--- src/ctl_lines_cfg.svh ---
// constants for the peripheral control line logic: control bit positions,
// write mask and reset values; included by bare name, definitions only.
// Function
// - A-side strobe active edge sets flag bit 7
// - bit 1 picks edge: 0 falling, 1 rising
// - request low when bit 7 and bit 0
// - flag sets regardless of enable bit 0
// - bit 5 zero: dual line input, sets bit 6
// - bit 3 enables bit 6 onto request
// - A handshake: strobe sets high, read sets low
// - A pulse: low one cycle after read
// - manual output follows bit 3
// - B-side strobe line mirrors the A side
// - B-side dual input modes mirror A side
// - B handshake: write sets low, strobe high
// - B pulse: low one cycle after write
// - B output modes triggered by writes
// - port data read clears both flags
`ifndef CTL_LINES_CFG_SVH
`define CTL_LINES_CFG_SVH
`define CTL_EN1_BIT 0
`define CTL_EDGE1_BIT 1
`define CTL_EN2_BIT 3
`define CTL_EDGE2_BIT 4
`define CTL_DIR2_BIT 5
`define CTL_FLAG2_BIT 6
`define CTL_FLAG1_BIT 7
`define CTL_WMASK 8'h3f
`define CTL_RESET 8'h00
`define DUAL_OUT_RESET 1'b1
// edges after reset during which the detector only tracks the pin
`define SYNC_PRIME_CNT 2'h3
`endif

--- src/ctl_lines_pkg.sv ---
// types shared by the control line logic.
// assumes the constants come from ctl_lines_cfg.svh.
package ctl_lines_pkg;
   // what the dual-purpose line is doing
   typedef enum logic [1:0] {
      mode_input,
      mode_handshake,
      mode_pulse,
      mode_manual
   } dual_mode_type;
endpackage

--- src/edge_if.sv ---
// carrier between the main block and one edge detector.
// assumes both ends share mclk.
`timescale 1ns/100ps
interface edge_if;
   logic rising_sel; // 1 selects low-to-high as the active edge
   logic hit;        // one-cycle pulse per qualifying edge
   modport detector (input rising_sel, output hit);
   modport user (output rising_sel, input hit);
endinterface

--- src/line_edge_sync.sv ---
// synchroniser and active-edge detector for one control line pin.
// assumes the pin is asynchronous to mclk; rst is synchronous high.
`timescale 1ns/100ps
`include "ctl_lines_cfg.svh"
module line_edge_sync (
   input wire logic mclk,
   input wire logic rst,
   input wire logic pin,
   edge_if.detector port
);
   logic s1_reg; // first stage, read only by s2_reg
   logic s2_reg;
   logic s3_reg;
   logic lvl_reg; // last accepted level
   logic [1:0] prime_cnt_reg; // edges spent filling the stages after reset
   logic primed; // stages hold the pin; edges may count from now
   logic agree_new; // stages agree on a changed level

   // three-stage synchroniser
   always_ff @(posedge mclk) begin
      if (rst) begin
         s1_reg <= 1'b0;
         s2_reg <= 1'b0;
         s3_reg <= 1'b0;
      end else begin
         s1_reg <= pin;
         s2_reg <= s1_reg;
         s3_reg <= s2_reg;
      end
   end

   // a change counts once stages two and three agree
   assign agree_new = (s2_reg == s3_reg) && (s3_reg != lvl_reg);
   assign primed = (prime_cnt_reg == `SYNC_PRIME_CNT);

   // accepted level; while the stages still hold reset zeros the level
   // tracks stage two, so an idle-high pin claims no edge after reset
   always_ff @(posedge mclk) begin
      if (rst) begin
         lvl_reg <= 1'b0;
         prime_cnt_reg <= 2'h0;
      end else if (!primed) begin
         prime_cnt_reg <= prime_cnt_reg + 2'h1;
         lvl_reg <= s2_reg;
      end else if (agree_new) begin
         lvl_reg <= s3_reg;
      end
   end

   // one pulse per qualifying edge, polarity chosen by the user
   always_ff @(posedge mclk) begin
      if (rst) begin
         port.hit <= 1'b0;
      end else begin
         port.hit <= agree_new && primed
            && (s3_reg == port.rising_sel);
      end
   end
endmodule

--- src/ctl_lines.sv ---
// control line logic for both sides: flags, requests, dual line drive.
// assumes strobes are one-cycle pulses on mclk, decoded outside.
`timescale 1ns/100ps
`include "ctl_lines_cfg.svh"
module ctl_lines (
   input wire logic mclk,
   input wire logic rst,
   input wire logic a_strobe_in,
   input wire logic b_strobe_in,
   input wire logic a_dual_in,
   input wire logic b_dual_in,
   input wire logic a_ctl_wr,
   input wire logic b_ctl_wr,
   input wire logic [7:0] ctl_wdata,
   input wire logic a_data_rd,
   input wire logic b_data_rd,
   input wire logic b_data_wr,
   output logic [7:0] a_ctl_rdata,
   output logic [7:0] b_ctl_rdata,
   output logic a_request_n,
   output logic b_request_n,
   output logic a_dual_out,
   output logic a_dual_oe,
   output logic b_dual_out,
   output logic b_dual_oe
);
   import ctl_lines_pkg::*;

   logic [1:0] strobe_pin; // input-only lines, index 0 is side A
   logic [1:0] dual_pin; // dual-purpose lines as inputs
   logic [1:0] ctl_wr; // control register write strobes
   logic [1:0] clr_rd; // port data read, clears both flags
   logic [1:0] trig; // output-mode trigger: A read, B write
   logic [7:0] ctl_reg [2]; // control registers, flags in bits 7 and 6
   logic [7:0] ctl_next [2];
   logic [1:0] req_n_reg; // active-low requests
   logic [1:0] out_reg; // dual line output level
   logic [1:0] oe_reg; // dual line drive enable
   logic [1:0] hit1; // strobe line active edge pulses
   logic [1:0] hit2; // dual line active edge pulses

   assign strobe_pin = {b_strobe_in, a_strobe_in};
   assign dual_pin = {b_dual_in, a_dual_in};
   assign ctl_wr = {b_ctl_wr, a_ctl_wr};
   assign clr_rd = {b_data_rd, a_data_rd};
   // side B acts on data writes, side A on data reads
   assign trig = {b_data_wr, a_data_rd};

   // outputs come straight from the flops
   assign a_ctl_rdata = ctl_reg[0];
   assign b_ctl_rdata = ctl_reg[1];
   assign a_request_n = req_n_reg[0];
   assign b_request_n = req_n_reg[1];
   assign a_dual_out = out_reg[0];
   assign b_dual_out = out_reg[1];
   assign a_dual_oe = oe_reg[0];
   assign b_dual_oe = oe_reg[1];

   // both sides share one structure
   for (genvar s = 0; s < 2; s++) begin : g_side
      edge_if e1 ();
      edge_if e2 ();
      dual_mode_type mode; // mode chosen by the next control value

      line_edge_sync u_strobe (
         .mclk(mclk),
         .rst(rst),
         .pin(strobe_pin[s]),
         .port(e1.detector)
      );
      line_edge_sync u_dual (
         .mclk(mclk),
         .rst(rst),
         .pin(dual_pin[s]),
         .port(e2.detector)
      );

      // edge polarity straight from the control bits
      assign e1.rising_sel = ctl_reg[s][`CTL_EDGE1_BIT];
      assign e2.rising_sel = ctl_reg[s][`CTL_EDGE2_BIT];
      assign hit1[s] = e1.hit;
      assign hit2[s] = e2.hit;

      // next control value; a set arriving with the read clear wins
      always_comb begin
         ctl_next[s] = ctl_reg[s];
         if (ctl_wr[s]) begin
            ctl_next[s] = (ctl_reg[s] & ~`CTL_WMASK)
               | (ctl_wdata & `CTL_WMASK);
         end
         if (clr_rd[s]) begin
            ctl_next[s][`CTL_FLAG1_BIT] = 1'b0;
            ctl_next[s][`CTL_FLAG2_BIT] = 1'b0;
         end
         // set regardless of the enable
         if (hit1[s]) begin
            ctl_next[s][`CTL_FLAG1_BIT] = 1'b1;
         end
         // dual edges count only in input mode
         if (hit2[s] && !ctl_reg[s][`CTL_DIR2_BIT]) begin
            ctl_next[s][`CTL_FLAG2_BIT] = 1'b1;
         end
      end

      // mode decode for the dual line
      always_comb begin
         unique case ({ctl_next[s][`CTL_DIR2_BIT],
                       ctl_next[s][`CTL_EDGE2_BIT],
                       ctl_next[s][`CTL_EN2_BIT]})
            3'h4: mode = mode_handshake;
            3'h5: mode = mode_pulse;
            3'h6, 3'h7: mode = mode_manual;
            default: mode = mode_input; // bit 5 clear: all input codes
         endcase
      end

      // control register with its flags
      always_ff @(posedge mclk) begin
         if (rst) begin
            ctl_reg[s] <= `CTL_RESET;
         end else begin
            ctl_reg[s] <= ctl_next[s];
         end
      end

      // request follows the next flags so it moves with them
      always_ff @(posedge mclk) begin
         if (rst) begin
            req_n_reg[s] <= 1'b1;
         end else begin
            req_n_reg[s] <= ~((ctl_next[s][`CTL_FLAG1_BIT]
               & ctl_next[s][`CTL_EN1_BIT])
               | (ctl_next[s][`CTL_FLAG2_BIT]
               & ctl_next[s][`CTL_EN2_BIT]
               & ~ctl_next[s][`CTL_DIR2_BIT]));
         end
      end

      // dual line drive; in handshake the strobe edge beats the trigger
      always_ff @(posedge mclk) begin
         if (rst) begin
            out_reg[s] <= `DUAL_OUT_RESET;
            oe_reg[s] <= 1'b0;
         end else begin
            oe_reg[s] <= ctl_next[s][`CTL_DIR2_BIT];
            unique case (mode)
               mode_input: out_reg[s] <= `DUAL_OUT_RESET;
               mode_handshake: begin
                  if (hit1[s]) begin
                     out_reg[s] <= 1'b1;
                  end else if (trig[s]) begin
                     out_reg[s] <= 1'b0;
                  end
               end
               // low for exactly the cycle after the trigger
               mode_pulse: out_reg[s] <= ~trig[s];
               mode_manual: begin
                  out_reg[s] <= ctl_next[s][`CTL_EN2_BIT];
               end
            endcase
         end
      end

   end
endmodule

--- config.mk ---
export PLATFORM = sky130hd
export DESIGN_NAME = ctl_lines
export DESIGN_NICKNAME = d
export VERILOG_FILES = /design/src/ctl_lines_pkg.sv /design/src/edge_if.sv /design/src/line_edge_sync.sv /design/src/ctl_lines.sv
export VERILOG_INCLUDE_DIRS = /design/src
export SDC_FILE = /design/constraint.sdc
export NUM_CORES = 1
export LEC_CHECK = 0
export BUFFER_PORTS_ARGS = -buffer_cell sky130_fd_sc_hd__buf_2
export CORE_ASPECT_RATIO = 0.75
export CORE_MARGIN = 2
export CORE_UTILIZATION = 47
export CTS_CLUSTER_DIAMETER = 200
export CTS_CLUSTER_SIZE = 25
export DETAILED_ROUTE_END_ITERATION = 12
export GPL_TIMING_DRIVEN = 0
export MAX_ROUTING_LAYER = met4
export PLACE_DENSITY = 0.73
export SETUP_SLACK_MARGIN = 0.15
export SLEW_MARGIN = 0
export SYNTH_ARGS = -nofsm -noshare
export SYNTH_HDL_FRONTEND = slang
export SYNTH_HIERARCHICAL = 1
export SYNTH_SLANG_ARGS = --single-unit
--- constraint.sdc ---
create_clock -name mclk -period 1 [get_ports mclk]
set_clock_uncertainty 0.05 [all_clocks]
set_input_delay 0.25 -clock mclk [delete_from_list [all_inputs] [get_ports mclk]]
set_output_delay 0.25 -clock mclk [all_outputs]
set_load 0.1 [all_outputs]
# After elaboration in Yosys (flattened, before gate mapping)
# Memories as Yosys holds them, arrays and structs flattened.
# Index checks and enable logic that the tools add are counted.
# op_classes
reduce_logical,20
n_eq_ne,36
n_bitwise,18
mux,29
add_sub_neg,4
# op_table
cell,n
8-bit two-way mux,4
"3-bit == test, second input constant",8
1-bit two-way mux,19
"2-bit == test, second input constant",8
8-bit by 6-bit OR with 8-bit output,2
1-bit logical AND,14
2-bit case mux with 3 select lines,2
"2-bit by 1-bit adder with 2-bit output, second input constant",4
1-bit == test,8
"2-bit inequality test, second input constant",4
1-bit case mux with 4 select lines,2
1-bit bitwise AND,6
"3-bit by 2-bit inequality test with 1-bit output, second input constant",2
1-bit NOT,6
"2-bit by 1-bit == test with 1-bit output, second input constant",2
2-bit zero test,2
2-bit two-way mux,2
1-bit inequality test,4
1-bit OR,4
2-bit OR reduction,2
1-bit zero test,2
# totals
regBits,34
mem_count,1
wordCells,138
inputBits,19
ram_bits,16
out_inout_bits,22
# mem_list
memory,depth,width,rd,rd_ports_with_merged_regs,wr,line,text
ctl_reg,2,8,2,0,2,ctl_lines.sv:34,logic [7:0] ctl_reg [2];

# Longest topological paths before layout
# Gate-level depths: netlist of run 1.
# depth
word_depth,8
mapped_depth,4
mapped_depth_nobuf,3

# Cells and area by module
# The synthesis of run 1 kept the hierarchy.
# by_module_without_submodules
mod,n_inst,cells_each,area_per_inst_um2,seq_area_each_um2
line_edge_sync,4,24,256.5,140.1
ctl_lines,1,80,844.6,400.4

# Worst setup path before layout of run 1
# No wires, ideal clock.
# synth_timing
path_type,flip-flop to output port
startpoint,memory ctl_reg[0][5]
endpoint,output port a_ctl_rdata[5]
arrival_ps,1401
n_path_buf,1
slack_ps,-701
path_stages_with_launch,2
path_cell_list,dfxtp_1 -> buf_4
# synth_lines
item,line,text
"start, declared",ctl_lines.sv:34,
"end, declared",ctl_lines.sv:18,"output logic [7:0] a_ctl_rdata,"

==> reports/results.ini, run 1 <==
[run_status]
outcome = complete, but fails checks
violations = setup timing

[critical_path]
ff2ff_path_depth = 3
reg2reg_slack_ns = -0.21
regToRegEndpoint = g_side[0].u_dual/port.hit
path_cells = buf_12, buf_12
r2r-start = ctl_reg[0][4]
required_ns = 0.70
cp.arrival_ns = 0.95
path_delay_family = flip-flops
cp_slowest_cell = dfxtp_4
crit_start = ctl_reg[0][4]
crit_path_max_fanout = 2
path_common_cell = buf_12
start_kind = flip-flop
worstPathBufferInverterCount = 2
crit_path_max_incr_delay_ns = 0.37
cp-end-kind = output port
path_class = flip-flop to output port

[global_route]
grt_pass1_wl_um = 7217
grt_pass1_vias = 1487
grt_max_degree = 40
grt.total_usage = 0.2170
grt-ovfl-total = 0
antenna_found_initial = 0

[route]
num_vias = 1489
detailedRoute.firstPassIterationCount = 4
via_per_inst = 5.082
drt-total-wl_um = 4476
drtIter0Drc = 68
final_antenna_net_count = 0
drc = 0
wl_per_cell_um = 15.28

[cts]
root_buffer = clkbuf_8
clock_sinks = 48
cts_buffers = 5
clock_latency_ns = 0.30
h-tree-depth = 2
clk_pin_slew_worst_paths_ns = 0.09
tritoncts = done
clockBufferDepth = 2

[final_layout]
fillCellCount = 218
diodes = 0
largest_register_ffs = 16
drive_gt1_frac = 0.5353
fin_util = 0.8072
layout.nets = 263
area_delta_synth_final_pct = 61.07

[floorplan]
design.die.area_mm2 = 0.004506
boundaryPins = 41
fp-row-count = 19
start_util = 0.5012
die_w_um = 76.85
die-height_um = 58.64
coreArea_mm2 = 0.003732

[placement]
gp_congestion = 0.8252
dpl.hpwl_um = 2738
place_ws_ns = -0.4069
portBuffers = 36

[synth]
synth_cell_types = 27
synth_top_family_by_area = simple AND/OR/NAND/NOR gates
syn_inst = 176
syn_nets = 199
yosys_warnings = 6
ys_ff_latch = 48
avgSynthCellArea_um2 = 10.63
synthTopCellsByArea = dfxtp_1 51%, mux2i_1 7.5%, nor2_1 5.2%, nand2b_1 4.0%, nor2b_1 3.7%
synth-edff-count = 0
yosysSeqAreaShare = 0.5137
synth_top_area_cell = dfxtp_1
synthAdderAreaFrac = 0.02676
synth_async_sr_flop_share = 0
synthMuxAreaShare = 0.09431
synth_ff_type = dfxtp_1
synth-compound-area-share = 0.09699
synthSimpleGateAreaFrac = 0.1987
netlist.area_leader.share = 0.5137
synthesis.area_mm2 = 0.001871
synth_xor_area_frac = 0.01873

[sta]
rsz0062_at_grt = yes
hold_viol = 0
worst_pin_slew_ns = 0.2930
relSlewSlack = 0.8047
finalMaxSlewViolations = 0
setup_viol = 36
worst_slack_ns = -0.2455
min_period_over_period = 1.245
period_needed_ns = 1.245
setup-tns-final_ns = -5.159
fmax_mhz = 802.9

[run]
cap_viol_max_count = 0

[power_and_ir_drop]
p_leak_nw = 1.216
power_mw = 4.412
powerDensity_mw_per_mm2 = 1464
peakVddDrop_v = 0.001300

[hold_path]
worstHoldEndpoint = g_side[1].u_dual/s1_reg
holdPathStages = 2
worstHoldStart = b_dual_in
hold_class = primary input to flip-flop

==> worst max-delay path by stage <==
stage | end | slack, ns | depth (start not counted)
after detailed placement | a_dual_out | -0.41 | 4
after floorplan | b_request_n | -0.09 | 3
final | a_ctl_rdata[4] | -0.25 | 2
after CTS | a_ctl_rdata[5] | -0.25 | 2
after global placement | a_dual_out | -0.35 | 4
after global routing | a_ctl_rdata[5] | -0.26 | 2
==> power breakdown <==
part	switching [mW]	total [mW]	internal [mW]
Sequential	0.135	2.17	2.03
Combinational	0.582	1.13	0.548
Clock	0.614	1.11	0.498
==> layout by cell type, fill, tap and decap left out, types with 2 or more instances in the layout <==
| master | count |
|---|---|
| nor2_1 | 23 |
| mux2i_4 | 2 |
| a21o_1 | 2 |
| nor2b_1 | 11 |
| a21oi_2 | 3 |
| a21boi_2 | 2 |
| buf_6 | 14 |
| buf_8 | 2 |
| xor2_1 | 4 |
| o32ai_2 | 3 |
| buf_4 | 11 |
| mux2i_1 | 12 |
| dfxtp_1 | 20 |
| a21oi_1 | 6 |
| or4b_1 | 2 |
| nand4b_1 | 4 |
| and2_4 | 2 |
| nand3_1 | 2 |
| inv_1 | 6 |
| and2b_1 | 4 |
| clkbuf_1 | 3 |
| ha_4 | 4 |
| nand2b_1 | 11 |
| dfxtp_2 | 9 |
| buf_12 | 25 |
| o211ai_2 | 2 |
| nor2_2 | 3 |
| clkbuf_8 | 5 |
| or4b_4 | 2 |
| a22oi_2 | 2 |
| buf_2 | 14 |
| dfxtp_4 | 19 |
| mux2i_2 | 2 |
==> cells in the mapped netlist (2+ instances only) <==
| cell type | count |
|---|---|
| nand2b_1 | 12 |
| nor2b_1 | 11 |
| inv_1 | 6 |
| o32ai_1 | 4 |
| a22oi_1 | 2 |
| o211ai_2 | 2 |
| nor2_1 | 26 |
| buf_4 | 6 |
| a21boi_2 | 2 |
| buf_6 | 2 |
| a21o_1 | 2 |
| a21oi_1 | 10 |
| nand4b_1 | 4 |
| nand3_1 | 2 |
| mux2i_1 | 14 |
| ha_1 | 4 |
| or4b_1 | 4 |
| dfxtp_1 | 48 |
| and2b_1 | 4 |
| xor2_1 | 4 |
==> per-stage QoR <==
stage / instance area (µm²) / cells / hold WS (ns)
floorplan: 2072 / 176 / 0.2619
global placement: 2317 / 264 / 0.3695
detailed placement: 2317 / 264 / 0.3812
CTS: 2904 / 288 / 0.09496
global route: 3013 / 293 / 0.1003
finish: 3013 / 293 / 0.09940
==> cell type report <==
type / count / area [µm²] / share of cell area
timing repair buffer: 57 / 698.2 / 0.2317
clock buffer: 8 / 80.08 / 0.02658
inverter: 6 / 22.52 / 0.007475
multi-input combinational: 113 / 960.9 / 0.3189
tap: 52 / 65.06 / 0.02159
sequential: 48 / 1044 / 0.3463
buffer: 9 / 142.6 / 0.04734
==> what timing repair did <==
action	4_1_cts	5_1_grt
gates resized for setup	103	17
hold buffers	0	0
setup endpoints to repair	52	55
buffers inserted	16	5
pin swaps	15	14
==> worst register-to-register path: stages, from the launching register on <==
cell,delay (ns)
dfxtp_4,0.37
buf_6,0.13
or4b_1,0.46
a21oi_1,0.14
==> metal layers <==
metal / global-route usage / wire length (µm) / vias to the layer above
li1: - / - / 727
met1: 0.2590 / 1908 / 721
met2: 0.3609 / 2333 / 34
met3: 0.04601 / 158 / 7
met4: 0.09610 / 75 / 0
met5: - / 0 / -
==> kinds of logic (layout without fill, tap and decap cells) <==
| group | Yosys count | in the layout |
|---|---|---|
| multiplexers | 16 | 16 |
| XOR/XNOR | 4 | 4 |
| flip-flops | 48 | 48 |
| buffers and inverters | 15 | 80 |
| AO/OA/AOI/OAI | 24 | 24 |
| adder cells (fa/ha/maj) | 4 | 4 |
| AND/OR/NAND/NOR | 65 | 65 |
Note: power is estimated with default switching activity, not from simulation.
==> run 2, diff against run 1 <==
PLACE_DENSITY = not set   (was 0.73)
PLACE_DENSITY_LB_ADDON = 0.2   (was not set)
RECOVER_POWER = 100   (was not set)
==> run 2 against run 1 <==
Effect of this change:
- the run still ends with setup timing left
- worst hold slack improved by 0.0092 ns
- via count is 1.5% lower
- total power is 6.7% higher
- largest cell class unchanged
==> reports/results.ini, run 2 (synthesis results as in run 1) <==
[power_and_ir_drop]
powerDensity_mw_per_mm2 = 1520
peakVddDrop_v = 0.001327
power_switching_mw = 1.350
clkPwrFrac = 0.287
p_leak_nw = 1.243
comb_power_share = 0.251
seqPwrFrac = 0.463
power_mw = 4.706
switching_share = 0.2868
internal_power_mw = 3.357

[route]
drtIter0Drc = 69
wl_per_cell_um = 15.09
num_vias = 1467
detailedRoute.firstPassIterationCount = 4
via_per_inst = 4.990
final_antenna_net_count = 0
drc = 0
drt-total-wl_um = 4437

[floorplan]
coreArea_mm2 = 0.003732
fp-row-count = 19
boundaryPins = 41
start_util = 0.5012
die_w_um = 76.85
design.die.area_mm2 = 0.004506
die-height_um = 58.64

[critical_path]
regToRegEndpoint = g_side[0].u_strobe/port.hit
ff2ff_path_depth = 3
r2r-start = ctl_reg[0][1]
path_class = flip-flop to output port
reg2reg_slack_ns = -0.20
crit_path_max_fanout = 4
start_kind = flip-flop
cp-end-kind = output port
cp.arrival_ns = 0.95
required_ns = 0.70

[final_layout]
design_area_mm2 = 0.003095
layout_common_cells = 25 x nor2_1, 25 x buf_12, 21 x dfxtp_4, 19 x dfxtp_1
drive_gt1_frac = 0.5620
area_delta_synth_final_pct = 65.49
largest_register_ffs = 16
layout.nets = 264
instances_no_fill = 294
diodes = 0

[run_status]
violations = setup timing
outcome = complete, but fails checks

[sta]
setup_viol = 38
finalMaxSlewViolations = 0
min_period_over_period = 1.252
hold_ws_ns = 0.1086
worst_pin_slew_ns = 0.4637
hold_viol = 0
worst_slack_ns = -0.2516
relSlewSlack = 0.6909
fmax_mhz = 799.0
rsz0062_at_grt = yes
period_needed_ns = 1.252

[cts]
clockBufferDepth = 2
clock_latency_ns = 0.30
clock_sinks = 48
cts_buffers = 5
h-tree-depth = 2
clk_pin_slew_worst_paths_ns = 0.08
cts_hold_buf = 0
tritoncts = done
root_buffer = clkbuf_8

[placement]
gp_congestion = 0.7317
placed_area_mm2 = 0.002317
portBuffers = 36
dpl.hpwl_um = 2656
dp.cells = 264

[global_route]
grt_pass1_vias = 1551
grt_max_degree = 40
grt_pass1_wl_um = 7217
grt.total_usage = 0.2135
grt-ovfl-total = 0
antenna_found_initial = 0

[hold_path]
holdPathStages = 2
hold_class = primary input to flip-flop
worstHoldEndpoint = g_side[1].u_strobe/s1_reg
worstHoldStart = b_strobe_in

[run]
cap_viol_max_count = 0

-- run 2: cell count changes in the layout (fill, tap and decap cells not counted), moves of 2 or more --
cell,previous run,this run
clkbuf_1,3,1
dfxtp_4,19,21
nor2_1,23,25
nor2_2,3,0
xor2_1,4,2
xor2_2,0,2
-- run 2: power groups by stage --
| stage | sequential (mW) | clock [mW] | combinational [mW] |
|---|---|---|---|
| 2_1_floorplan | 2.37 | 0 | 0.522 |
| 3_3_place_gp | 2.20 | 0 | 0.809 |
| 3_5_place_dp | 2.22 | 0 | 0.853 |
| 4_1_cts | 2.17 | 1.38 | 1.08 |
| 5_1_grt | 2.19 | 1.45 | 1.26 |
| 6_report | 2.18 | 1.35 | 1.18 |
-- run 2: repair_timing --
item	CTS	global route
gates resized for setup	108	23
pin swaps	13	16
setup endpoints to repair	52	51
buffers inserted	14	8
-- run 2: worst max-delay path by stage --
stage | from | endpoint | slack, ns | depth (start not counted)
3_5_place_dp | rst | a_dual_out | -0.40 | 4
3_3_place_gp | rst | a_dual_out | -0.35 | 4
2_1_floorplan | ctl_reg[1][5] | b_request_n | -0.09 | 3
5_1_grt | ctl_reg[1][5] | b_ctl_rdata[5] | -0.28 | 2
4_1_cts | ctl_reg[1][5] | b_ctl_rdata[5] | -0.25 | 2
6_report | ctl_reg[1][5] | b_ctl_rdata[5] | -0.25 | 2
-- run 2: area by class of cell --
class / instances / area [µm²]
Buffer: 9 / 142.6
Clock buffer: 6 / 72.57
Clock inverter: 2 / 35.03
Fill cell: 203 / 636.9
Inverter: 6 / 22.52
Multi-Input combinational cell: 113 / 1002
Sequential cell: 48 / 1050
Tap cell: 52 / 65.06
Timing Repair Buffer: 58 / 705.7
-- run 2: stage by stage --
stage | worst slack [ns] | util | TNS [ns]
CTS | -0.2540 | 0.7891 | -4.775
detailed placement | -0.4006 | 0.6209 | -9.656
floorplan | -0.09359 | - | -0.6032
global placement | -0.3487 | 0.6209 | -7.658
global route | -0.2795 | 0.8294 | -6.276
finish | -0.2516 | 0.8294 | -5.087
-- run 2: routing by layer --
metal	up-vias	GRT usage	routed length, µm
met5	-	-	0
met4	0	0.09610	82
met3	9	0.04601	131
met2	30	0.3835	2312
met1	708	0.2317	1911
li1	720	-	-
-- run 2: critical path: stages, from the launching register on --
cell,delay [ns]
dfxtp_4,0.37
buf_12,0.12
buf_12,0.15
==> run 3, diff against run 2 <==
TNS_END_PERCENT = 10   (was not set)
==> run 3 against run 2 <==
Effect of this change:
- the run still ends with setup timing left
- register-to-register slack better by 0.02 ns
- setup slack better by 0.0047 ns
- highest routed layer unchanged
- via count is 1.9% lower
- die area unchanged
- total power is 5.2% lower
- combinational power fell by 12%
- critical path type unchanged
- critical path depth unchanged
- clock power is 8% lower
- core utilization fell by 6.7 points
==> reports/results.ini, run 3 (synthesis results as in run 1) <==
[run_status]
outcome = complete, but fails checks
violations = setup timing

[route]
drc = 0
num_vias = 1439
wl_per_cell_um = 16.67
drt-total-wl_um = 4634
final_antenna_net_count = 0
drtIter0Drc = 51
via_per_inst = 5.176
detailedRoute.firstPassIterationCount = 4

[global_route]
antenna_found_initial = 0
grt-ovfl-total = 0
grt_pass1_vias = 1456
grt.total_usage = 0.2030
grt_max_degree = 40
grt_pass1_wl_um = 6837

[final_layout]
layout.nets = 248
largest_register_ffs = 16
area_delta_synth_final_pct = 52.17
design_area_mm2 = 0.002846
layout_commonest_cell = nor2_1
drive_gt1_frac = 0.5000
diodes = 0
layout_common_cells = 26 x nor2_1, 21 x buf_12, 20 x dfxtp_1, 16 x dfxtp_2, 15 x buf_2

[run]
cap_viol_max_count = 0

[cts]
tritoncts = done
clock_latency_ns = 0.30
cts_buffers = 5
clock_sinks = 48
clk_pin_slew_worst_paths_ns = 0.09
root_buffer = clkbuf_8
h-tree-depth = 2
clockBufferDepth = 2

[critical_path]
crit_path_max_incr_delay_ns = 0.37
crit_path_max_fanout = 3
crit_start = ctl_reg[1][5]
cp-end-kind = output port
start_kind = flip-flop
path_delay_family = flip-flops
reg2reg_slack_ns = -0.18
worstPathBufferInverterCount = 2
path_cells = buf_12, buf_12
regToRegEndpoint = g_side[0].u_strobe/port.hit
ff2ff_path_depth = 3
required_ns = 0.70
cp_slowest_cell = dfxtp_4
path_common_cell = buf_12
cp.arrival_ns = 0.95
path_class = flip-flop to output port
r2r-start = ctl_reg[0][1]

[placement]
placed_area_mm2 = 0.002176
dpl.hpwl_um = 2496
portBuffers = 36
gp_congestion = 0.7990

[floorplan]
coreArea_mm2 = 0.003732
start_util = 0.5012
die_w_um = 76.85
die-height_um = 58.64
fp-row-count = 19
design.die.area_mm2 = 0.004506
boundaryPins = 41

[sta]
relSlewSlack = 0.5118
fmax_mhz = 802.0
min_period_over_period = 1.247
setup_viol = 43
worst_pin_slew_ns = 0.7323
hold_viol = 0
period_needed_ns = 1.247
hold_ws_ns = 0.1136
finalMaxSlewViolations = 0
worst_slack_ns = -0.2468
rsz0062_at_grt = yes

[hold_path]
hold_class = primary input to flip-flop
worstHoldEndpoint = g_side[1].u_strobe/s1_reg
holdPathStages = 2
worstHoldStart = b_strobe_in

[power_and_ir_drop]
p_leak_nw = 1.135
peakVddDrop_v = 0.001149
powerDensity_mw_per_mm2 = 1568

[run 3: cell count changes in the layout (fill, tap and decap cells not counted), sizes merged]
cell	previous run	this run
buf	66	51
clkbuf	7	8
bufinv	1	0
clkinv	1	0
[run 3: cell type report]
class | instances | area, µm²
inverter | 6 | 22.52
tap | 52 | 65.06
fill | 219 | 885.9
timing repair buffer | 42 | 556.8
buffer | 9 | 107.6
sequential | 48 | 1026
clock buffer | 8 | 100.1
multi-input combinational | 113 | 968.4
[run 3: metrics by stage]
stage	setup WS, ns	instances	util	TNS (ns)	total power, mW
3_3_place_gp	-0.3459	264	0.5830	-7.394	2.901
3_5_place_dp	-0.3982	264	0.5830	-10.23	2.949
5_1_grt	-0.2672	278	0.7627	-8.160	4.650
6_report	-0.2468	278	0.7627	-5.912	4.464
2_1_floorplan	-0.1025	176	-	-0.8646	2.782
4_1_cts	-0.2473	278	0.7409	-4.650	4.430
[run 3: repair_timing]
item                       4_1_cts  5_1_grt
resized for setup              119       19
setup endpoints to repair       52       54
gates cloned                     0        0
pin swaps                        7        7
setup buffers                    6        0
hold buffers                     0        0
[run 3: worst reg2reg max path, stage by stage (launching register included)]
cell	delay (ns)
dfxtp_2	0.34
buf_6	0.12
or4b_4	0.47
a21oi_2	0.14
[run 3: power by group]
group	internal [mW]	switching, mW
sequential	2.05	0.139
clock	0.631	0.606
combinational	0.469	0.567
total	3.15	1.31
[run 3: worst max-delay path by stage]
stage / to / cells after the start
final: b_ctl_rdata[5] / 2
after global routing: a_ctl_rdata[5] / 2
after CTS: b_ctl_rdata[5] / 2
after detailed placement: a_dual_out / 4
after global placement: b_dual_out / 4
after floorplan: b_dual_out / 3
[run 3: routing by layer]
| layer | global-route usage | wire (µm) | share of wire |
|---|---|---|---|
| met1 | 0.2113 | 1790 | 0.39 |
| met2 | 0.3759 | 2560 | 0.55 |
| met3 | 0.04908 | 163 | 0.035 |
| met4 | 0.08312 | 119 | 0.026 |
| met5 | - | 0 | 0 |
